--- config.mk ---
export PLATFORM = sky130hd
export DESIGN_NAME = cwdc_regs
export DESIGN_NICKNAME = d
export VERILOG_FILES = /design/src/shared/cwdc_pkg.sv /design/src/rtl/cwdc_regs.sv
export VERILOG_INCLUDE_DIRS = /design/src /design/src/shared
export SDC_FILE = /design/constraint.sdc
export NUM_CORES = 1
export LEC_CHECK = 0
export BUFFER_PORTS_ARGS = -buffer_cell sky130_fd_sc_hd__buf_2
export CORE_ASPECT_RATIO = 0.5
export CORE_MARGIN = 4
export CORE_UTILIZATION = 30
export DETAILED_ROUTE_END_ITERATION = 10
export GPL_TIMING_DRIVEN = 1
export HOLD_SLACK_MARGIN = 0.05
export PLACE_DENSITY = 0.5
export SLEW_MARGIN = 10
export SYNTH_ARGS = -nofsm -noshare
export SYNTH_HDL_FRONTEND = slang
export SYNTH_SLANG_ARGS = --single-unit
--- constraint.sdc ---
create_clock -name aclk -period 3.3 [get_ports aclk]
set_input_delay 0.99 -clock aclk [delete_from_list [all_inputs] [get_ports aclk]]
set_output_delay 0.99 -clock aclk [all_outputs]
set_load 0.01 [all_outputs]
--- src/shared/cwdc_params.svh ---
// Register offsets, field positions, reset values for the card window/detect block
`ifndef CWDC_PARAMS_SVH
`define CWDC_PARAMS_SVH
`define CWDC_OFF_WIN0_HIGH   8'h15
`define CWDC_OFF_DETECT_CTRL 8'h16
`define CWDC_OFF_WIN1_HIGH   8'h1D
`define CWDC_OFF_WIN2_HIGH   8'h25
`define CWDC_OFF_WIN3_HIGH   8'h2D
`define CWDC_OFF_WIN4_HIGH   8'h35
`define CWDC_OFF_STATUS      8'h40
`define CWDC_OFF_MASK        8'h44
`define CWDC_OFF_CONFIG      8'h48
`define CWDC_OFF_CHANGE      8'h4C
`define CWDC_WIN_RESET       8'h00
`define CWDC_BIT_WP          7
`define CWDC_BIT_ATTR        6
`define CWDC_BIT_SENSE2      7
`define CWDC_BIT_SENSE1      6
`define CWDC_BIT_SWDETECT    5
`define CWDC_BIT_WAKE        4
`define CWDC_BIT_REMCLR      1
`define CWDC_CTRL_WMASK      8'h12
`define CWDC_CFG_DETECT_EN   0
`define CWDC_CFG_CLEAR_MODE  1
`define CWDC_CFG_PME_EN      2
`define CWDC_NUM_WIN         5
`define CWDC_NUM_EVT         2
`define CWDC_SETTLE_CYCLES   3'h5
`endif

--- src/shared/cwdc_pkg.sv ---
// Types for the card window/detect block
package cwdc_pkg;
  typedef enum logic [2:0] {
    CWDC_W_IDLE = 3'b001,
    CWDC_W_RESP = 3'b010,
    CWDC_W_HOLD = 3'b100
  } cwdc_wstate_t;
  typedef logic [7:0] cwdc_byte_t;
endpackage
--- src/rtl/cwdc_regs.sv ---
// Memory window offset high bytes and card-detect control over AXI4-Lite
// Operation
// - Bits 5..0 hold window offset A25..A20
// - Bit 6 picks common or attribute memory
// - Bit 7 gates writes through the window
// - Windows at 15h,1Dh,25h,2Dh,35h, reset zero
// - Bits 7,6 show live sense pin levels
// - Software detect write raises detect change
// - Detect disabled: software write does nothing
// - Software detect bit reads zero, self clears
// - Write-one clear of change also clears it
// - Wake enable plus hardware detect change lowers ring
// - Ring low until change flag or wake enable cleared
// - Removal resets registers when clear bit set
// - Bits 3,2,0 read zero, ignore writes
// - PME on: global reset only, else either
// - Clear mode: read clears or write-one clears
`include "cwdc_params.svh"
module cwdc_regs
  import cwdc_pkg::*;
(
  input  wire logic        aclk,
  input  wire logic        aresetn,
  input  wire logic        clk_en,
  input  wire logic        global_reset_n,
  input  wire logic        bus_reset_n,
  input  wire logic        sense1_pin,
  input  wire logic        sense2_pin,
  input  wire logic        card_detect1_pin,
  input  wire logic        card_detect2_pin,
  input  wire logic        card_removed,
  input  wire logic [11:0] s_axi_awaddr,
  input  wire logic        s_axi_awvalid,
  output logic             s_axi_awready,
  input  wire logic [31:0] s_axi_wdata,
  input  wire logic [3:0]  s_axi_wstrb,
  input  wire logic        s_axi_wvalid,
  output logic             s_axi_wready,
  output logic [1:0]       s_axi_bresp,
  output logic             s_axi_bvalid,
  input  wire logic        s_axi_bready,
  input  wire logic [11:0] s_axi_araddr,
  input  wire logic        s_axi_arvalid,
  output logic             s_axi_arready,
  output logic [31:0]      s_axi_rdata,
  output logic [1:0]       s_axi_rresp,
  output logic             s_axi_rvalid,
  input  wire logic        s_axi_rready,
  output logic [5:0]       offset_upper_bits [`CWDC_NUM_WIN],
  output logic [4:0]       window_attribute,
  output logic [4:0]       window_write_enable,
  output logic             ring_indicate_output,
  output logic             detect_change_irq,
  output logic             irq
);

  function automatic logic [2:0] win_index(input logic [7:0] off);
    case (off)
      `CWDC_OFF_WIN0_HIGH: win_index = 3'h0;
      `CWDC_OFF_WIN1_HIGH: win_index = 3'h1;
      `CWDC_OFF_WIN2_HIGH: win_index = 3'h2;
      `CWDC_OFF_WIN3_HIGH: win_index = 3'h3;
      `CWDC_OFF_WIN4_HIGH: win_index = 3'h4;
      default:             win_index = 3'h7;
    endcase
  endfunction

  function automatic logic is_mapped(input logic [7:0] off);
    is_mapped = (win_index(off) != 3'h7) || off == `CWDC_OFF_DETECT_CTRL || off == `CWDC_OFF_STATUS
                || off == `CWDC_OFF_MASK || off == `CWDC_OFF_CONFIG || off == `CWDC_OFF_CHANGE;
  endfunction

  // Byte address is four times the register index
  function automatic logic [7:0] reg_index(input logic [11:0] addr);
    reg_index = addr[9:2];
  endfunction

  // Pin synchronisers: change counts once stages two and three agree
  logic [3:0] sync1;
  logic [3:0] sync2;
  logic [3:0] sync3;
  logic [3:0] pin_level;
  always_ff @(posedge aclk) begin
    if (!aresetn) begin
      sync1 <= 4'h0;
      sync2 <= 4'h0;
      sync3 <= 4'h0;
      pin_level <= 4'h0;
    end else if (clk_en) begin
      sync1 <= {card_detect2_pin, card_detect1_pin, sense2_pin, sense1_pin};
      sync2 <= sync1;
      sync3 <= sync2;
      for (int i = 0; i < 4; i++) begin
        if (sync2[i] == sync3[i]) begin
          pin_level[i] <= sync3[i];
        end
      end
    end
  end

  logic hw_detect_change;
  logic detect_primed;
  // Pipeline needs five edges to carry the first settled level
  logic [2:0] settle_cnt;
  always_ff @(posedge aclk) begin
    if (!aresetn) begin
      settle_cnt <= 3'h0;
    end else if (clk_en && settle_cnt != `CWDC_SETTLE_CYCLES) begin
      settle_cnt <= settle_cnt + 3'h1;
    end
  end
  assign detect_primed = (settle_cnt == `CWDC_SETTLE_CYCLES);
  logic [1:0] detect_prev;
  always_ff @(posedge aclk) begin
    if (!aresetn) begin
      detect_prev <= 2'h0;
    end else if (clk_en) begin
      detect_prev <= pin_level[3:2];
    end
  end
  // Levels settling after reset, empty socket too, are no change
  assign hw_detect_change = detect_primed && (detect_prev != pin_level[3:2]);

  // Write channel: address and data taken in either order
  cwdc_wstate_t wstate;
  logic         aw_held;
  logic         w_held;
  logic [7:0]   aw_off;
  logic [31:0]  w_data;
  logic         w_lane0;
  logic         wr_fire;

  // Readies drop with clock enable so no beat is lost while frozen
  assign s_axi_awready = clk_en && (wstate == CWDC_W_IDLE) && !aw_held;
  assign s_axi_wready  = clk_en && (wstate == CWDC_W_IDLE) && !w_held;

  always_ff @(posedge aclk) begin
    if (!aresetn) begin
      aw_held <= 1'b0;
      w_held  <= 1'b0;
      aw_off  <= 8'h00;
      w_data  <= 32'h0000_0000;
      w_lane0 <= 1'b0;
    end else if (clk_en) begin
      if (s_axi_awvalid && s_axi_awready) begin
        aw_held <= 1'b1;
        aw_off  <= reg_index(s_axi_awaddr);
      end
      if (s_axi_wvalid && s_axi_wready) begin
        w_held  <= 1'b1;
        w_data  <= s_axi_wdata;
        w_lane0 <= s_axi_wstrb[0];
      end
      if (wr_fire) begin
        aw_held <= 1'b0;
        w_held  <= 1'b0;
      end
    end
  end

  assign wr_fire = (wstate == CWDC_W_IDLE) && aw_held && w_held;

  always_ff @(posedge aclk) begin
    if (!aresetn) begin
      wstate       <= CWDC_W_IDLE;
      s_axi_bvalid <= 1'b0;
      s_axi_bresp  <= 2'h0;
    end else if (clk_en) begin
      case (wstate)
        CWDC_W_IDLE: begin
          if (wr_fire) begin
            wstate       <= CWDC_W_RESP;
            s_axi_bvalid <= 1'b1;
            s_axi_bresp  <= is_mapped(aw_off) ? 2'h0 : 2'h2;
          end
        end
        CWDC_W_RESP: begin
          if (s_axi_bready) begin
            wstate       <= CWDC_W_IDLE;
            s_axi_bvalid <= 1'b0;
          end
        end
        default: begin
          wstate       <= CWDC_W_IDLE;
          s_axi_bvalid <= 1'b0;
        end
      endcase
    end
  end

  // Only lane 0 carries a register; other lanes are dropped
  logic       wr_byte;
  logic [7:0] wb;
  assign wr_byte = wr_fire && w_lane0;
  assign wb      = w_data[7:0];

  logic rd_fire;
  assign s_axi_arready = clk_en && !s_axi_rvalid;
  assign rd_fire       = s_axi_arvalid && s_axi_arready;

  // Own configuration: detect interrupt enable, clear method, PME enable
  logic detect_enable;
  logic flag_clear_method;
  logic pme_enable;
  always_ff @(posedge aclk) begin
    if (!aresetn || !global_reset_n) begin
      detect_enable     <= 1'b0;
      flag_clear_method <= 1'b0;
      pme_enable        <= 1'b0;
    end else if (clk_en && wr_byte && aw_off == `CWDC_OFF_CONFIG) begin
      detect_enable     <= wb[`CWDC_CFG_DETECT_EN];
      flag_clear_method <= wb[`CWDC_CFG_CLEAR_MODE];
      pme_enable        <= wb[`CWDC_CFG_PME_EN];
    end
  end

  // Compatibility register reset: global always, bus only without PME
  logic regs_clear;
  assign regs_clear = !global_reset_n || (!bus_reset_n && !pme_enable);

  logic removal_clear;
  logic removal_register_clear;
  logic detect_wake_enable;
  // Removal clear wins over a write in the same cycle
  assign removal_clear = removal_register_clear && card_removed;

  // Window offset high bytes
  cwdc_byte_t win_reg [`CWDC_NUM_WIN];
  for (genvar g = 0; g < `CWDC_NUM_WIN; g++) begin : g_win
    always_ff @(posedge aclk) begin
      if (!aresetn || regs_clear) begin
        win_reg[g] <= `CWDC_WIN_RESET;
      end else if (clk_en) begin
        if (removal_clear) begin
          win_reg[g] <= `CWDC_WIN_RESET;
        end else if (wr_byte && win_index(aw_off) == 3'(g)) begin
          win_reg[g] <= wb;
        end
      end
    end
    assign offset_upper_bits[g]   = win_reg[g][5:0];
    assign window_attribute[g]    = win_reg[g][`CWDC_BIT_ATTR];
    assign window_write_enable[g] = !win_reg[g][`CWDC_BIT_WP];
  end

  // Card-detect control writable bits
  always_ff @(posedge aclk) begin
    if (!aresetn || regs_clear) begin
      detect_wake_enable     <= 1'b0;
      removal_register_clear <= 1'b0;
    end else if (clk_en) begin
      if (removal_clear) begin
        detect_wake_enable     <= 1'b0;
        removal_register_clear <= 1'b0;
      end else if (wr_byte && aw_off == `CWDC_OFF_DETECT_CTRL) begin
        detect_wake_enable     <= wb[`CWDC_BIT_WAKE];
        removal_register_clear <= wb[`CWDC_BIT_REMCLR];
      end
    end
  end

  // Software detect pulse; never stored so it reads zero
  logic sw_detect;
  assign sw_detect = clk_en && wr_byte && aw_off == `CWDC_OFF_DETECT_CTRL
                     && wb[`CWDC_BIT_SWDETECT] && detect_enable;

  // Card-detect change flag; set wins over clear
  logic detect_change;
  logic change_read_clear;
  logic change_write_clear;
  assign change_read_clear  = rd_fire && !flag_clear_method
                              && reg_index(s_axi_araddr) == `CWDC_OFF_CHANGE;
  assign change_write_clear = wr_byte && flag_clear_method
                              && aw_off == `CWDC_OFF_CHANGE && wb[3];
  always_ff @(posedge aclk) begin
    if (!aresetn || !global_reset_n) begin
      detect_change <= 1'b0;
    end else if (clk_en) begin
      if (sw_detect || (hw_detect_change && detect_enable)) begin
        detect_change <= 1'b1;
      end else if (change_read_clear || change_write_clear) begin
        detect_change <= 1'b0;
      end
    end
  end
  assign detect_change_irq = detect_change;

  // Ring indicate falls on hardware change with wake enabled, rises when flag or wake enable clears
  always_ff @(posedge aclk) begin
    if (!aresetn || !global_reset_n) begin
      ring_indicate_output <= 1'b1;
    end else if (clk_en) begin
      if (detect_wake_enable && hw_detect_change) begin
        ring_indicate_output <= 1'b0;
      end else if (!detect_change || !detect_wake_enable) begin
        ring_indicate_output <= 1'b1;
      end
    end
  end

  // Sticky events: bit0 detect change, bit1 removal
  // Set wins over a clear so an event in the clearing cycle is kept
  logic [`CWDC_NUM_EVT-1:0] evt_status;
  logic [`CWDC_NUM_EVT-1:0] evt_mask;
  logic [`CWDC_NUM_EVT-1:0] evt_set;
  assign evt_set = {card_removed, sw_detect || hw_detect_change};
  always_ff @(posedge aclk) begin
    if (!aresetn) begin
      evt_status <= '0;
      evt_mask   <= '0;
    end else if (clk_en) begin
      for (int i = 0; i < `CWDC_NUM_EVT; i++) begin
        if (evt_set[i]) begin
          evt_status[i] <= 1'b1;
        end else if (wr_byte && aw_off == `CWDC_OFF_STATUS && wb[i]) begin
          evt_status[i] <= 1'b0;
        end
      end
      if (wr_byte && aw_off == `CWDC_OFF_MASK) begin
        evt_mask <= wb[`CWDC_NUM_EVT-1:0];
      end
    end
  end
  assign irq = |(evt_status & evt_mask);

  // Read path; unmapped offsets read zero and answer SLVERR
  logic [7:0] rd_byte;
  logic [7:0] rd_off;
  logic [2:0] rd_win;
  always_comb begin
    rd_off  = reg_index(s_axi_araddr);
    rd_win  = win_index(rd_off);
    rd_byte = 8'h00;
    if (rd_win != 3'h7) begin
      rd_byte = win_reg[rd_win];
    end else if (rd_off == `CWDC_OFF_DETECT_CTRL) begin
      rd_byte = {pin_level[1], pin_level[0], 1'b0, detect_wake_enable,
                 2'b00, removal_register_clear, 1'b0};
    end else if (rd_off == `CWDC_OFF_STATUS) begin
      rd_byte = {6'h00, evt_status};
    end else if (rd_off == `CWDC_OFF_MASK) begin
      rd_byte = {6'h00, evt_mask};
    end else if (rd_off == `CWDC_OFF_CONFIG) begin
      rd_byte = {5'h00, pme_enable, flag_clear_method, detect_enable};
    end else if (rd_off == `CWDC_OFF_CHANGE) begin
      rd_byte = {4'h0, detect_change, 3'h0};
    end
  end

  always_ff @(posedge aclk) begin
    if (!aresetn) begin
      s_axi_rvalid <= 1'b0;
      s_axi_rdata  <= 32'h0000_0000;
      s_axi_rresp  <= 2'h0;
    end else if (clk_en) begin
      if (rd_fire) begin
        s_axi_rvalid <= 1'b1;
        s_axi_rdata  <= {24'h00_0000, rd_byte};
        s_axi_rresp  <= is_mapped(rd_off) ? 2'h0 : 2'h2;
      end else if (s_axi_rready) begin
        s_axi_rvalid <= 1'b0;
      end
    end
  end

endmodule // cwdc_regs

==> reports/qor_table.md <==
| Step | Metric | Value |
|:---|:---|:---|
| run status | Outcome | complete, no violations |
| route | DRC violation count after routing | 0 |
| timing | Worst clock skew | 0.00891 ns |
| setup path | Worst Setup End Kind | output port |
| setup path | Maximum fanout count along the critical path | 13 |
| clock tree | Clock buffer count from CTS | 9 |
| die | Overall die height | 102 um |
| pwr | Highest ir drop seen on vdd | 232 uV |
| placed design | Placed Cells incl. Taps | 830 |
| placed design | Port buffer count | 97 |
| clock tree | H-Tree Level Count | 3 |
| final layout | Area Overhead vs Synth | 12.9% |
| logic synthesis | Number of flops mapped to enable cells by yosys | 40 |
| clock tree | Clock Path Buffers | 2 |
| route | Total wirelength of the detailed-routed design | 14,000 um |
| global route | Number of global-route vias before repair | 3,675 |
| timing | Period utilisation layout | 0.805 |
| clock tree | Number of cells upsized or downsized after cts | 0 |
| die | Floorplan die area | 20,100 sq um |
| logic synthesis | Fraction of synthesis flops using an asynchronous set or reset pin | 0 |
| global route | Total global routing track utilization | 0.138 |
| setup path | Crit Path Category | input pin to output port |
| logic synthesis | Synthesized netlist cell count | 548 |
| route | DRT Pass-1 Iters | 4 |
| pwr | LEAKAGE | 2.55 nW |
| timing | Final Max Tran Viols | 0 |
| die | Cell Rows | 34 |
| logic synthesis | Number of warnings printed during yosys synthesis | 0 |
| clock tree | Post-CTS Hold Buffers | 0 |
| min path | Type of the worst min-delay path | register to register |
| die | Top-Level Pins | 159 |
| timing | Setup violation total in the final timing report | 0 |
| pwr | Power per unit of standard cell area | 447 nW/um^2 |
| timing | Unrepaired setup endpoints after global routing | no |
| final layout | Number of flip-flops in the largest register | 40 |
| setup path | Crit start category | input pin |
| global route | Pin count of the biggest net entering global routing | 58 |
| final layout | Antenna diode count | 0 |
| route | Mean number of vias per cell | 4.72 |
| die | Die extent in x | 196 um |
| die | Placeable core region | 17,400 sq um |
| timing | Hold Violations, Final | 0 |
| final layout | Proportion of layout cells with a drive suffix above 1 | 0.225 |
| clock tree | Clock Tree Root | clkbuf_16 |
| timing | Minimum hold slack | 0.468 ns |
| setup path | Endpoint arrival time on the critical path | 1.67 ns |
| final layout | # fillers | 1,827 |
| timing | Setup TNS after final layout | 0 ns |
| clock tree | Source-to-sink clock delay at the later pin of the worst-skew pair | 0.35 ns |
| clock tree | CTS tree | done |
| final layout | Final instance count without filler cells | 846 |
| placed design | Routability cong. | 0.792 |
| logic synthesis | Number of different library cells in the post-synthesis netlist | 60 |
| clock tree | Count of buffers added by post-CTS timing repair for setup | 0 |
| route | Via count | 3,991 |
| logic synthesis | Flops & latches, synth | 104 |
| timing | Max Clk Rate | 377 MHz |
| route | Count of antenna-violating nets left after detailed routing | 0 |
| route | Detailed router's first-iteration violation count | 198 |
| placed design | Hpwl dp | 10,800 um |
| global route | Total grt overflow | 0 |
| die | Starting density of the core | 0.306 |
| clock tree | Reg clk slew, reported paths | 0.07 ns |
| logic synthesis | Top_reg_cell synth | dfxtp_1 |
| timing | Worst Tran Pin Value | 0.532 ns |
| clock tree | Clock sink count | 104 |
| timing | Clock period minus final worst setup slack | 2.66 ns |
| route | Post-DR wirelength/cell | 16.6 um |
| run | Max-cap violations | 0 |
| setup path | Required arrival time at the worst endpoint | 2.31 ns |
| global route | Antenna violations before repair | 1 |
| final layout | Nets | 684 |
| logic synthesis | Sequential share of the synthesized area | 0.466 |
| timing | Worst rel slew slack | 0.644 |
| global route | Wire length of the first global-routing pass | 21,400 um |
| logic synthesis | Area of the mapped netlist | 5330 sq um |
| final layout | Post-Route Utilization | 0.345 |
| logic synthesis | Post-Synthesis Mean Instance Area | 9.72 sq um |
==> stage by stage <==
step                      total power, mW  setup WS [ns]  instance area [sq um]
after floorplan                      1.63          0.690                   5420
after CTS                            2.72          0.629                   6010
final                                2.68          0.644                   6010
after detailed placement             1.70          0.439                   5730
after global routing                 2.80          0.567                   6010
after global placement               1.69          0.476                   5730
==> final cells by class <==
type	instances	area [sq um]	area share
Clock buffer	11	243	0.0404
Clock inverter	5	41.3	0.00687
Inverter	13	48.8	0.00812
Multi-Input combinational cell	369	2320	0.386
Sequential cell	104	2480	0.413
Tap cell	234	293	0.0487
Timing Repair Buffer	110	583	0.0970
==> final timing paths <==
kind | start | endpoint | slack, ns | depth (start not counted)
worst max-delay path | clk_en | s_axi_arready | 0.64 | 5
worst min-delay path | sync3[2] | pin_level[2] | 0.47 | 2
worst max register to register | pme_enable | win_reg[3][2] | 1.17 | 5
worst min register to register | sync3[2] | pin_level[2] | 0.47 | 2
==> cell usage after synthesis (6+ instances only) <==
cell type  number  area, sq um
nand2_1        49          184
nand4_1         6         37.5
nand3_1        29          145
o21ai_0        18         90.1
mux2_2          6         67.6
nor2b_1        23          144
and3_1         14         87.6
a31oi_1         8         50.1
nor2_1         16         60.1
mux2i_1        28          280
clkbuf_1       14         52.6
dfxtp_1        64         1280
edfxtp_1       40         1200
a21oi_1        17         85.1
a21boi_0       25          188
buf_2           7         35.0
buf_4          62          465
inv_1          13         48.8
nand2b_1        7         43.8
and2_1         35          219
==> cells by family after synthesis <==
kind of cell / after synthesis / synth area share
fa+ha+maj: 2 / 0.00470
simple gates: 205 / 0.218
other cells: 1 / 0.000704
xor+xnor: 3 / 0.00494
mux: 34 / 0.0653
compound gates: 99 / 0.124
buf+inv: 100 / 0.116
flops: 104 / 0.466
==> critical path, cell delays in order <==
cell    delay (ns)
buf_2         0.15
buf_4         0.24
inv_1         0.08
nor2_1        0.08
buf_2         0.13
==> where the power goes <==
group	switching (mW)	internal [mW]
combinational	0.148	0.0983
sequential	0.0448	1.37
clock	0.480	0.540
total	0.673	2.01
==> cells in the final DEF, fill, tap and decap left out, drive strengths merged, types with 2 or more instances in the layout <==
master  netlist  final
buf          73    110
a21o          5      5
nor3          3      3
a22oi         2      2
o211a         2      2
clkinv        0      3
or2           2      2
clkbuf       14     11
ha            2      2
nand3        29     29
a31oi         8      8
mux2          6      6
o22ai         4      4
and4b         3      3
o31ai         2      2
conb          1     26
o221ai        2      2
edfxtp       40     40
and3         14     14
nand2        50     50
nor3b         2      2
o211ai        3      3
xnor2         2      2
mux2i        28     28
nor2b        23     23
a21oi        17     17
a21boi       26     26
o21ai        18     18
nor4b         3      3
nand3b        2      2
inv          13     14
a221oi        3      3
dfxtp        64     64
nand2b        7      7
and2         35     35
nor2         16     16
nand4         6      6
and4          3      3
==> layer usage <==
metal  vias to the layer above  wire length, um  global-route usage
met4                         2               86              0.0311
met2                       113             6110               0.214
li1                       1972                -                   -
met5                         -                7                   0
met1                      1895             6910               0.196
met3                         9              907              0.0362
No activity file was read; power rests on OpenSTA's default activity.
